===== src/fpc_pkg.sv =====
// Constants, types and state for the fuse personalization command block.
// Assumes a framing layer delivers whole decoded commands and a separate
// hash core and fuse array sit outside this block.
//
// Contract
// - Digest command opcode 0x20, key, 16-byte seed.
// - Digest ready flag set; cleared on watchdog/power.
// - Digest command fails when lock fuse 87 burned.
// - Hash block key, ones, seed, pad, length.
// - Digest command success returns single zero byte.
// - No readout path for key or digest.
// - Burn command opcode 0x10, flag, duration, map.
// - Map one bits burn fuses, zero-first ordering.
// - Decrypt flag XORs map with digest bits.
// - Duration 0 gives 250us, 0x8000 190ms each.
// - Burn time scales with count, no check.
// - Burn refused when lock fuse 87 burned.
// - Burn success returns single zero byte.
// - No readback of 64 secret fuses.
// - Pause opcode 0x01; busy till watchdog, ignore IO.
// - Selector zero pauses all silently.
// - Nonzero selector matches fuses 84-87, else 0x0f.
package fpc_pkg;

  // ----------------------------------------------------------------
  // Opcodes and answers
  // ----------------------------------------------------------------
  localparam logic [7:0] FPC_OP_DIGEST = 8'h20; // Digest opcode
  localparam logic [7:0] FPC_OP_BURN = 8'h10;   // Fuse map burn opcode
  localparam logic [7:0] FPC_OP_PAUSE = 8'h01;  // Long pause opcode
  localparam logic [7:0] FPC_RESP_OK = 8'h00;   // Success byte
  localparam logic [7:0] FPC_RESP_OTHER = 8'h0f; // Other chip paused
  localparam logic [7:0] FPC_RESP_ERR = 8'h0f;  // Generic error code
  localparam logic [15:0] FPC_DUR_LOW = 16'h8000; // Low supply duration

  // ----------------------------------------------------------------
  // Fuse layout
  // ----------------------------------------------------------------
  localparam int FPC_NFUSE = 88;     // Burnable fuses
  localparam int FPC_LOCK_FUSE = 87; // Personalization lock fuse
  localparam int FPC_SEL_LO = 84;    // First selector fuse
  localparam logic [63:0] FPC_LEN_447 = 64'h0000_0000_0000_01bf;

  // ----------------------------------------------------------------
  // Timing
  // ----------------------------------------------------------------
  localparam int FPC_CLK_MHZ = 40;     // Clock rate
  localparam int FPC_HI_BURN_US = 250; // Burn time, high supply
  localparam int FPC_LO_BURN_MS = 190; // Burn time per fuse, low supply
  localparam int FPC_HI_CYC = FPC_HI_BURN_US * FPC_CLK_MHZ;
  localparam int FPC_LO_CYC = FPC_LO_BURN_MS * 1000 * FPC_CLK_MHZ;

  // ----------------------------------------------------------------
  // Types
  // ----------------------------------------------------------------
  typedef enum logic [5:0] {
    FPC_IDLE = 6'b000001, // Waiting for command
    FPC_HASH = 6'b000010, // Digest in progress
    FPC_SCAN = 6'b000100, // Find next fuse to burn
    FPC_BURN = 6'b001000, // Burning one fuse
    FPC_BUSY = 6'b010000, // Pause busy, wait watchdog
    FPC_PAUS = 6'b100000  // Paused
  } fpc_state_e;

  typedef struct packed {
    logic [7:0] opcode;   // Command code
    logic [7:0] param1;   // First parameter
    logic [15:0] param2;  // Second parameter
    logic [127:0] data;   // Payload, first byte in [127:120]
  } fpc_cmd_s;

  typedef struct packed {
    logic valid;      // One-cycle answer strobe
    logic err;        // Error answer
    logic [7:0] code; // Answer byte
  } fpc_resp_s;

endpackage


===== src/fpc_msg_build.sv =====
// Builds the 512-bit digest input block from key and seed.
// Assumes key and seed are stable while the hash core runs.
`timescale 1ns/1ps
module fpc_msg_build (
  input wire logic [255:0] key,
  input wire logic [127:0] seed,
  output logic [511:0] block
);
  // ----------------------------------------------------------------
  // Block layout
  // ----------------------------------------------------------------
  // Key, ones, seed without last bit, pad one, length
  assign block = {key, {64{1'b1}}, seed[127:1], 1'b1,
                  fpc_pkg::FPC_LEN_447};
endmodule


===== src/fpc_burn_timer.sv =====
// Counts cycles of one fuse burn.
// Assumes start is a one-cycle pulse while idle.
`timescale 1ns/1ps
module fpc_burn_timer (
  input wire logic sys_clk,
  input wire logic srst,
  input wire logic start,
  input wire logic [31:0] cycles,
  output logic done
);
  // ----------------------------------------------------------------
  // State
  // ----------------------------------------------------------------
  typedef struct packed {
    logic run;         // Timer active
    logic [31:0] cnt;  // Cycles left
    logic done;        // End pulse
  } fpc_tmr_s;
  fpc_tmr_s s_q, s_d;

  // Next state
  always_comb begin
    s_d = s_q;
    s_d.done = 1'b0;
    if (start) begin
      s_d.run = 1'b1;
      s_d.cnt = cycles;
    end else if (s_q.run) begin
      if (s_q.cnt <= 32'h1) begin
        s_d.run = 1'b0;
        s_d.done = 1'b1;
      end else begin
        s_d.cnt = s_q.cnt - 32'h1;
      end
    end
  end

  // Register
  always_ff @(posedge sys_clk) begin
    if (srst) begin
      s_q <= '0;
    end else begin
      s_q <= s_d;
    end
  end

  assign done = s_q.done;
endmodule


===== src/fpc_top.sv =====
// Command engine for digest, fuse map burn and long pause commands.
// Assumes a framing layer supplies decoded commands one at a time, an
// outside hash core and fuse array, and a watchdog expiry pulse.
`timescale 1ns/1ps
module fpc_top #(
  parameter int LO_BURN_CYC = fpc_pkg::FPC_LO_CYC // Low supply burn
) (
  input wire logic sys_clk,
  input wire logic srst,
  // Decoded command in
  input wire logic cmd_valid,
  input wire fpc_pkg::fpc_cmd_s cmd,
  output logic cmd_ready,
  // Answer out
  output fpc_pkg::fpc_resp_s resp,
  // Key table lookup
  output logic [15:0] key_index,
  input wire logic [255:0] key_value,
  // Hash core
  output logic hash_start,
  output logic [511:0] hash_block,
  input wire logic hash_done,
  input wire logic [255:0] hash_digest,
  // Fuse array
  input wire logic [87:0] fuse_state,
  output logic fuse_burn,
  output logic [6:0] fuse_num,
  // Watchdog
  input wire logic wdt_expire,
  // Status
  output logic digest_ready,
  output logic io_ignore
);
  // ----------------------------------------------------------------
  // State record
  // ----------------------------------------------------------------
  typedef struct packed {
    fpc_pkg::fpc_state_e st;   // Main state
    logic rdy;                 // Digest valid flag
    logic [87:0] pad;          // Stored digest bits for decryption
    logic [127:0] seed;        // Latched seed
    logic [15:0] kidx;         // Latched key index
    logic [87:0] map;          // Remaining fuses to burn
    logic [6:0] idx;           // Current fuse
    logic lowv;                // Low supply duration selected
    logic hstart;              // Hash start pulse
    logic bstart;              // Burn start pulse
    fpc_pkg::fpc_resp_s resp;  // Answer register
  } fpc_top_s;
  fpc_top_s s_q, s_d;

  logic tmr_done; // Burn timer finished
  logic lock_burned; // Fuse 87 burned
  logic [3:0] sel_fuses; // Fuses 84-87

  // ----------------------------------------------------------------
  // Helpers
  // ----------------------------------------------------------------
  // A burned fuse reads as zero in the array
  assign lock_burned = ~fuse_state[fpc_pkg::FPC_LOCK_FUSE];
  assign sel_fuses = fuse_state[fpc_pkg::FPC_SEL_LO +: 4];

  // Digest input block assembly
  fpc_msg_build u_msg (
    .key(key_value),
    .seed(s_q.seed),
    .block(hash_block)
  );

  // Per-fuse burn time
  fpc_burn_timer u_tmr (
    .sys_clk(sys_clk),
    .srst(srst),
    .start(s_q.bstart),
    .cycles(s_q.lowv ? 32'(LO_BURN_CYC) :
            32'(fpc_pkg::FPC_HI_CYC)),
    .done(tmr_done)
  );

  // ----------------------------------------------------------------
  // Next-state logic
  // ----------------------------------------------------------------
  always_comb begin
    s_d = s_q;
    s_d.hstart = 1'b0;
    s_d.bstart = 1'b0;
    s_d.resp = '0;
    case (s_q.st)
      // Take a new command
      fpc_pkg::FPC_IDLE: begin
        if (cmd_valid) begin
          case (cmd.opcode)
            fpc_pkg::FPC_OP_DIGEST: begin
              if (lock_burned) begin
                // Refuse, nothing changes
                s_d.resp = '{valid: 1'b1, err: 1'b1,
                             code: fpc_pkg::FPC_RESP_ERR};
              end else begin
                s_d.seed = cmd.data;
                s_d.kidx = cmd.param2;
                s_d.rdy = 1'b0;
                s_d.hstart = 1'b1;
                s_d.st = fpc_pkg::FPC_HASH;
              end
            end
            fpc_pkg::FPC_OP_BURN: begin
              if (lock_burned) begin
                // Refuse before any burn
                s_d.resp = '{valid: 1'b1, err: 1'b1,
                             code: fpc_pkg::FPC_RESP_ERR};
              end else begin
                // Map first byte holds fuses 0..7, bit 0 first
                for (int i = 0; i < fpc_pkg::FPC_NFUSE; i++) begin
                  s_d.map[i] = cmd.data[127 - 8 * (i / 8) - 7 + (i % 8)];
                end
                // Decrypt with stored digest
                if (cmd.param1 == 8'h01) begin
                  s_d.map = s_d.map ^ (s_q.rdy ? s_q.pad : 88'h0);
                end
                s_d.lowv = (cmd.param2 == fpc_pkg::FPC_DUR_LOW);
                s_d.idx = '0;
                s_d.st = fpc_pkg::FPC_SCAN;
              end
            end
            fpc_pkg::FPC_OP_PAUSE: begin
              if (cmd.param1 == 8'h00 ||
                  sel_fuses == cmd.param1[3:0]) begin
                // Silent pause
                s_d.st = fpc_pkg::FPC_BUSY;
              end else begin
                // Other chip targeted
                s_d.resp = '{valid: 1'b1, err: 1'b0,
                             code: fpc_pkg::FPC_RESP_OTHER};
              end
            end
            default: begin
              // Not handled here
              s_d.resp = '{valid: 1'b1, err: 1'b1,
                           code: fpc_pkg::FPC_RESP_ERR};
            end
          endcase
        end
      end
      // Wait for hash core
      fpc_pkg::FPC_HASH: begin
        if (hash_done) begin
          // Keep only bits used for decryption
          s_d.pad = hash_digest[255 -: 88];
          s_d.rdy = 1'b1;
          s_d.resp = '{valid: 1'b1, err: 1'b0,
                       code: fpc_pkg::FPC_RESP_OK};
          s_d.st = fpc_pkg::FPC_IDLE;
        end
      end
      // Find next set map bit; one burn per set bit
      fpc_pkg::FPC_SCAN: begin
        if (s_q.idx == 7'(fpc_pkg::FPC_NFUSE)) begin
          s_d.resp = '{valid: 1'b1, err: 1'b0,
                       code: fpc_pkg::FPC_RESP_OK};
          s_d.st = fpc_pkg::FPC_IDLE;
        end else if (s_q.map[s_q.idx]) begin
          s_d.bstart = 1'b1;
          s_d.st = fpc_pkg::FPC_BURN;
        end else begin
          s_d.idx = s_q.idx + 7'h1;
        end
      end
      // Hold burn strobe until timer ends
      fpc_pkg::FPC_BURN: begin
        if (tmr_done) begin
          s_d.idx = s_q.idx + 7'h1;
          s_d.st = fpc_pkg::FPC_SCAN;
        end
      end
      // Busy until watchdog expires
      fpc_pkg::FPC_BUSY: begin
        if (wdt_expire) begin
          s_d.st = fpc_pkg::FPC_PAUS;
        end
      end
      // Paused; leaves only by reset
      fpc_pkg::FPC_PAUS: begin
        s_d.st = fpc_pkg::FPC_PAUS;
      end
      default: begin
        s_d.st = fpc_pkg::FPC_IDLE;
      end
    endcase
    // Watchdog drops the digest
    if (wdt_expire) begin
      s_d.rdy = 1'b0;
      s_d.pad = '0;
    end
  end

  // ----------------------------------------------------------------
  // Register
  // ----------------------------------------------------------------
  always_ff @(posedge sys_clk) begin
    if (srst) begin
      s_q <= '{st: fpc_pkg::FPC_IDLE, default: '0}; // Power loss
    end else begin
      s_q <= s_d;
    end
  end

  // ----------------------------------------------------------------
  // Outputs
  // ----------------------------------------------------------------
  assign cmd_ready = (s_q.st == fpc_pkg::FPC_IDLE);
  assign resp = s_q.resp;
  assign key_index = s_q.kidx;
  assign hash_start = s_q.hstart;
  assign fuse_burn = (s_q.st == fpc_pkg::FPC_BURN);
  assign fuse_num = s_q.idx;
  // Fuse states only enter; no fuse readout port
  assign digest_ready = s_q.rdy;
  // Ignore the wire while busy or paused
  assign io_ignore = (s_q.st == fpc_pkg::FPC_BUSY) ||
                     (s_q.st == fpc_pkg::FPC_PAUS);
endmodule


===== config.mk =====
export PLATFORM = sky130hd
export DESIGN_NAME = fpc_top
export DESIGN_NICKNAME = d
export VERILOG_FILES = /design/src/fpc_pkg.sv /design/src/fpc_msg_build.sv /design/src/fpc_burn_timer.sv /design/src/fpc_top.sv
export SDC_FILE = /design/constraint.sdc
export NUM_CORES = 1
export LEC_CHECK = 0
export BUFFER_PORTS_ARGS = -buffer_cell sky130_fd_sc_hd__buf_2
export CAP_MARGIN = 20
export CORE_AREA = 2 2 507 509
export DETAILED_ROUTE_END_ITERATION = 8
export DIE_AREA = 0 0 509 511
export PLACE_DENSITY = 0.32
export SLEW_MARGIN = 20
export SYNTH_ARGS = -nofsm -noshare
export SYNTH_HDL_FRONTEND = slang
export SYNTH_SLANG_ARGS = --single-unit

===== constraint.sdc =====
create_clock -name sys_clk -period 3.47 [get_ports sys_clk]
set_input_delay 0.1735 -clock sys_clk [delete_from_list [all_inputs] [get_ports sys_clk]]
set_output_delay 0.1735 -clock sys_clk [all_outputs]
set_load 0.1 [all_outputs]

==> results of run 1 <==
[power by group through the flow]
stage / sequential (mW) / clock (mW) / combinational, mW
after floorplan: 4.38 / 0 / 2.29
after global placement: 4.38 / 0 / 1.08
after detailed placement: 4.38 / 0 / 1.08
after CTS: 4.29 / 6.26 / 1.30
after global routing: 4.29 / 6.37 / 1.36
final: 4.29 / 5.85 / 1.29
[metal layers]
layer	part of all wire [%]	routed length, um	track usage (%)
met3	16	16400	5.59
met1	36	36100	7.41
met4	3.6	3690	2.87
met5	0.28	287	1.02
met2	44	44700	11.3
[area by class of cell]
cell class	count	area (um2)	area share, %
Antenna cell	10	25.0	0.0930
Clock inverter	21	303	1.13
Inverter	12	45.0	0.167
Sequential cell	373	7480	27.8
Tap cell	3384	4230	15.7
Multi-Input combinational cell	1507	7990	29.7
Timing Repair Buffer	729	5310	19.7
Clock buffer	77	1510	5.61
[kinds of logic after synthesis]
group	synth area share [%]
other	0.0383
adder cells (fa/ha/maj)	0.255
AND/OR/NAND/NOR	17.6
flip-flops	38.1
XOR/XNOR	5.49
buffers and inverters	24.0
AO/OA/AOI/OAI	11.5
multiplexers	3.13
[placed cells by master, fill, tap and decap left out, drive strengths merged, types with 6 or more instances in the layout]
master and count:
a211oi 90, a21oi 256, buf 467, clkbuf 77, clkinv 11, conb 133, dfxtp 373, diode 10
dlygate4sd3 262, inv 15, mux2 6, mux4 22, nand2 587, nand2b 8, nand3 8, nand3b 7
nor2 129, nor3 17, nor3b 9, nor4 13, o21ai 12, or3 7, or4 13, xnor2 11
xor2 112
[state kept, by name, indices dropped and copies added (netlist names)]
register / flops
s_q: 311
fuse_num: 7
u_tmr.done: 1
resp: 3
u_tmr.s_q: 33
hash_start: 1
digest_ready: 1
key_index: 16
[worst min path at each step]
stage,endpoint,depth (start not counted)
after floorplan,key_index[0],2
final,resp[8],4
after global routing,resp[8],4
after global placement,hash_block[266],0
after CTS,resp[8],4
after detailed placement,hash_block[266],0
[worst reg2reg max path, cell delays in order (launching register included)]
cell	delay, ps
dfxtp_1	310
or4_4	560
nor3b_4	310
nand2_2	280
nor4_4	470
buf_12	250
nand2_1	310
a21oi_1	150
dlygate4sd3_1	570
[per-stage QoR]
stage                     instance area (um2)  power (mW)  instances  util, %
final                                   26900        11.4       6113     10.5
after floorplan                         20100        6.68       2570        -
after CTS                               26800        11.8       6100     10.5
after global placement                  22400        5.46       5740     8.77
after detailed placement                22400        5.46       5740     8.77
after global routing                    26900        12.0       6104     10.5
[cells in the mapped netlist (12+ instances only)]
master	instances	share of area, %
a21oi_1	256	6.5
buf_4	553	21
a211oi_1	90	3.4
xor2_1	112	5.0
buf_2	25	0.64
nor2_1	129	2.5
mux4_2	22	2.5
nand2_1	586	11
dfxtp_1	373	38
clkbuf_1	97	1.9
o21ai_0	12	0.31
nor3_1	16	0.41
[repair_timing]
item,in CTS,in global routing
buffers inserted,0,2
setup endpoints to repair,0,15
hold buffers,262,0
hold endpoints to repair,324,0
==> metrics.md, run 1 <==
| Metric | Value |
|---|---|
| DP HPWL | `about 77 mm` |
| Final Hold Viols | `0` |
| Switching power total | `3.41 mW` |
| CTS sink cnt | `about 370` |
| Worst-path clk slew | `approximately 60 ps` |
| Critical path fanouts, max | `48` |
| Synth warn | `0` |
| Avg WL per Cell | `between 15 and 20 um` |
| Die height | `slightly above 500 um` |
| Slowest stage delay, CP | `about 570 ps` |
| Die area | `around 260000 um2` |
| Period utilization | `between 90 and 100%` |
| Post-Synthesis Cells | `2439` |
| Switching share of power | `~30%` |
| DRC Markers | `0` |
| GRT Total Usage | `between 7 and 8%` |
| Type of origin of the critical path | `register` |
| Critical Path End | `s_q[229]` |
| Hold WC Path Type | `input port to register` |
| RSZ-0062 raised after global routing | `no` |
| Reg2reg path depth | `8` |
| Die width | `509 um` |
| Status | `finished clean` |
| Total gr overflow | `0` |
| Minimum clock period | `3260 ps` |
| Max-cap viol count | `0` |
| R2r startpoint | `s_q[346]` |
| H-Tree Depth | `2` |
| First-pass GRT wire length | `132 mm` |
| Post-synth EDFFs | `0` |
| Clock latency on the worst-skew pair | `700 ps` |
| Setup TNS | `0 ps` |
| CTS resizes | `0` |
| Leak Pwr | `9.20 nW` |
| WS Path Type | `register to register` |
| Synthesis-stage register bit count | `373` |
| Combinational share of power | `between 10% and 20%` |
| CTS tree | `yes` |
| Via Count | `16100` |
| Antenna-violating nets left | `0` |
| Num CTS Buffers | `54` |
| Setup Slack @ Placement | `between 200 and 300 ps` |
| Row Count | `about 190` |
| Fillers | `29700` |
| Hold slack final | `between 90 and 100 ps` |
| RR Endpoint | `s_q[229]` |
| Max rail drop VDD | `between 300 and 400 uV` |
| Int Power | `8.03 mW` |
| Crit-path cells | `or4_4 > nor3b_4 > nand2_2 > nor4_4 > buf_12 > nand2_1 > a21oi_1 > dlygate4sd3_1` |
| Final setup vio count | `0` |
| Initial antenna violation count | `22` |
| WP depth | `8` |
| Vias per inst | `around 2.6` |
| Critical-path top delay cell | `dlygate4sd3_1` |
| Vias in the first global route | `~16000` |
| Mapped Avg Cell Area | `8.04 um2` |
| Sequential fraction of design power | `between 30% and 40%` |
| Largest net degree at the start of global routing | `142` |
| Primary FF master, synth | `dfxtp_1` |
| Async SR Flop Fraction | `0%` |
| Worst path bufs/invs | `2` |
| Clock share of power | `just over 50%` |
| Rel. slew slack | `31.6%` |
| F_max | `about 310 MHz` |
| Starting density of the core | `around 7.7%` |
| Crit path launch | `s_q[346]` |
| I/O pin cnt | `roughly 1300` |
| Worst slew pin tran | `about 1000 ps` |
| Crit path max-delay family | `simple AND/OR/NAND/NOR gates` |
| Pwr/cell area | `about 430 nW/um2` |
| Area delta synth->final | `37.1%` |
| CTS Buffer Depth | `3` |
| Total wire length | `~100 mm` |
| Skew final | `39.3 ps` |
| GP Congestion | `between 0.7 and 0.8` |
| Count of different cell masters after synthesis | `62` |
| Root Buffer | `clkbuf_16` |
| Setup crit end kind | `register` |
| Core area | `255000 um2` |
| Hold path start | `cmd[157]` |
| PortBufs | `between 400 and 500` |
| Final Net Count | `between 3000 and 4000` |
| Crit path DAT | `3880 ps` |
| Layout cells sized above 1 | `between 20% and 30%` |
| Worst setup margin | `207 ps` |
| Required @ worst endpoint | `just over 4000 ps` |
| Post-Synthesis Cell Area | `about 20000 um2` |
| Register area share after synthesis | `38.1%` |
| TritonRoute pass-1 iters | `4` |
| Max-slew violations | `0` |
| Worst reg-to-reg setup slack | `210 ps` |
| Iteration-0 DRC Markers | `794` |
(Power assumes the default switching activity.)
==> run 2, diff against run 1 <==
==> constraint.sdc (replaced) <==
create_clock -name sys_clk -period 3.47 [get_ports sys_clk]
set_input_delay 0.1735 -clock sys_clk [delete_from_list [all_inputs] [get_ports sys_clk]]
set_output_delay 0.1735 -clock sys_clk [all_outputs]
set_load 0.02 [all_outputs]
==> run 2 against run 1 <==
  * Global-route usage about the same
  * Clock power increased by 5.6%
  * Die area is the same
  * Via count rose by 0.32%
  * Core utilization shrank 0.057 points
  * Critical endpoint is now fuse_num[4]
  * Combinational power decreased by 41%
  * Largest cell class unchanged
  * Cell count is 0.38% lower
  * Sequential share of layout area rose by 0.15 points
  * Largest power group unchanged
==> metrics.md, run 2 (synthesis gave the netlist of run 1 again) <==
| Metric | Value |
|---|---|
| Minimum clock period | `between 3000 and 4000 ps` |
| Hold slack final | `between 200 and 250 ps` |
| CTS sink cnt | `373` |
| Core area | `roughly 260000 um2` |
| Final Net Count | `3418` |
| GP Congestion | `just over 0.7` |
| Commonest non-fill, non-tap cells in the layout | `nand2_1, buf_2, dfxtp_1` |
| Combinational share of power | `6.8%` |
| Leak Pwr | `just over 9 nW` |
| Slowest stage delay, CP | `530 ps` |
| Worst slew pin tran | `approximately 1000 ps` |
| Switching share of power | `a little over a quarter` |
| I/O pin cnt | `1315` |
| Initial antenna violation count | `26` |
| Via Count | `roughly 16000` |
| Critical path fanouts, max | `10` |
| CTS resizes | `0` |
| Skew final | `58.7 ps` |
| RSZ-0062 raised after global routing | `no` |
| Clock latency on the worst-skew pair | `710 ps` |
| Total Power | `approximately 11 mW` |
| Int Power | `8.30 mW` |
| Most common cell after layout, fill and taps aside | `nand2_1` |
| Die height | `between 500 and 600 um` |
| Critical-path top delay cell | `dfxtp_4` |
| Period utilization | `~88%` |
| Setup TNS | `0 ps` |
| Iteration-0 DRC Markers | `roughly 670` |
| Sequential fraction of design power | `38.2%` |
| PortBufs | `416` |
| Max-cap viol count | `0` |
| Status | `finished clean` |
| Required @ worst endpoint | `roughly 4000 ps` |
| Max reg flops | `between 300 and 400` |
| WS Path Type | `register to register` |
| Antenna-violating nets left | `0` |
| Hold WC Path Type | `input port to register` |
| Crit-path cells | `buf_12 > mux4_2 > mux2i_1 > nor2b_1 > o311ai_1 > nand2_2 > or4_1 > a21oi_1` |
| GRT Total Usage | `7.37%` |
| H-Tree Depth | `2` |
| Worst-path clk slew | `about 70 ps` |
| F_max | `between 300 and 400 MHz` |
| Crit path DAT | `around 3700 ps` |
| Area delta synth->final | `36.3%` |
| Die area | `between 200000 and 300000 um2` |
| Die width | `509 um` |
| Rel. slew slack | `32.5%` |
| Vias per inst | `between 2 and 3` |
| CTS Buffer Depth | `3` |
| Switching power total | `a little under 3 mW` |
| Num CTS Buffers | `between 50 and 60` |
| Root Buffer | `clkbuf_16` |
| DP HPWL | `roughly 78 mm` |
| Post-CTS setup buffers | `0` |
| Starting density of the core | `under 10%` |
| Final setup vio count | `0` |
| Inst Count DP | `approximately 5700` |
| Max rail drop VDD | `around 350 uV` |
| Layout Cells excl Fill | `around 6000` |
| Row Count | `~190` |
| First-pass GRT wire length | `133 mm` |
| TritonRoute pass-1 iters | `7` |
| Final Hold Viols | `0` |
| DRC Markers | `0` |
| Max-slew violations | `0` |
| Fillers | `29700` |
| Layout cells sized above 1 | `between 20 and 25%` |
| Largest net degree at the start of global routing | `78` |
| Total gr overflow | `0` |
| Total wire length | `about 100 mm` |
| Pwr/cell area | `420 nW/um2` |
| Clock share of power | `a little under three fifths` |
| CTS tree | `yes` |
| Setup crit end kind | `register` |
| Vias in the first global route | `~16000` |
| Most flops, register | `s_q` |
| Type of origin of the critical path | `register` |
| Avg WL per Cell | `~16 um` |
-- run 2: changes by cell type in the layout (fill, tap and decap cells not counted), moves of 2 or more --
cell | previous run | this run
buf_4 | 34 | 27
clkbuf_1 | 16 | 7
clkbuf_16 | 54 | 56
clkbuf_8 | 7 | 16
clkinv_2 | 4 | 7
clkinv_4 | 5 | 1
diode_2 | 10 | 14
dlygate4sd3_1 | 262 | 241
inv_6 | 2 | 5
-- run 2: metrics by stage --
step	worst slack, ps	area (um2)	util (%)
5_1_grt	118	26700	10.5
6_report	406	26700	10.5
2_1_floorplan	651	20100	-
3_3_place_gp	220	22300	8.75
3_5_place_dp	296	22300	8.75
4_1_cts	282	26700	10.5
-- run 2: repair_timing --
item,in CTS,in global routing
endpoints found under the hold margin,326,0
endpoints found under the setup margin,0,0
hold buffers,241,0
-- run 2: critical path: cells and delay by family (launching register included) --
family	cells	cell delay, ps
buffers and inverters	1	200
muxes	2	860
and+or+nand+nor	3	820
AOI/OAI and AO/OA	2	560
DFF	1	530
-- run 2: worst paths after layout --
path / cells after the start / endpoint / startpoint / slack, ps
setup reg to reg: 8 / fuse_num[4] / fuse_num[0] / 410
setup / recovery: 8 / fuse_num[4] / fuse_num[0] / 410
hold / removal: 4 / s_q[134] / cmd[10] / 250
hold reg to reg: 2 / s_q[177] / s_q[177] / 450
-- run 2: routing by layer --
metal  global-route usage, %  wire length, um  vias to the layer above
met1                    7.66            36700                     7373
met5                   0.778              272                        -
met3                    5.44            16000                      214
li1                        -                -                     7778
met2                    11.2            42700                      823
met4                    2.91             3910                        8
-- run 2: layout make-up --
type | instances | area [um2] | area share [%]
Sequential cell | 373 | 7480 | 27.9
Multi-Input combinational cell | 1506 | 7970 | 29.8
Clock inverter | 22 | 312 | 1.16
Tap cell | 3384 | 4230 | 15.8
Inverter | 12 | 45.0 | 0.168
Clock buffer | 79 | 1650 | 6.16
Timing Repair Buffer | 700 | 5030 | 18.8
Antenna cell | 14 | 35.0 | 0.131
-- run 2: power groups by stage --
stage	clock network [mW]	registers (mW)	logic, mW
final	6.18	4.29	0.764
after global routing	6.66	4.29	0.833
after CTS	6.53	4.29	0.785
after detailed placement	0	4.38	0.552
after global placement	0	4.38	0.555
after floorplan	0	4.38	0.802
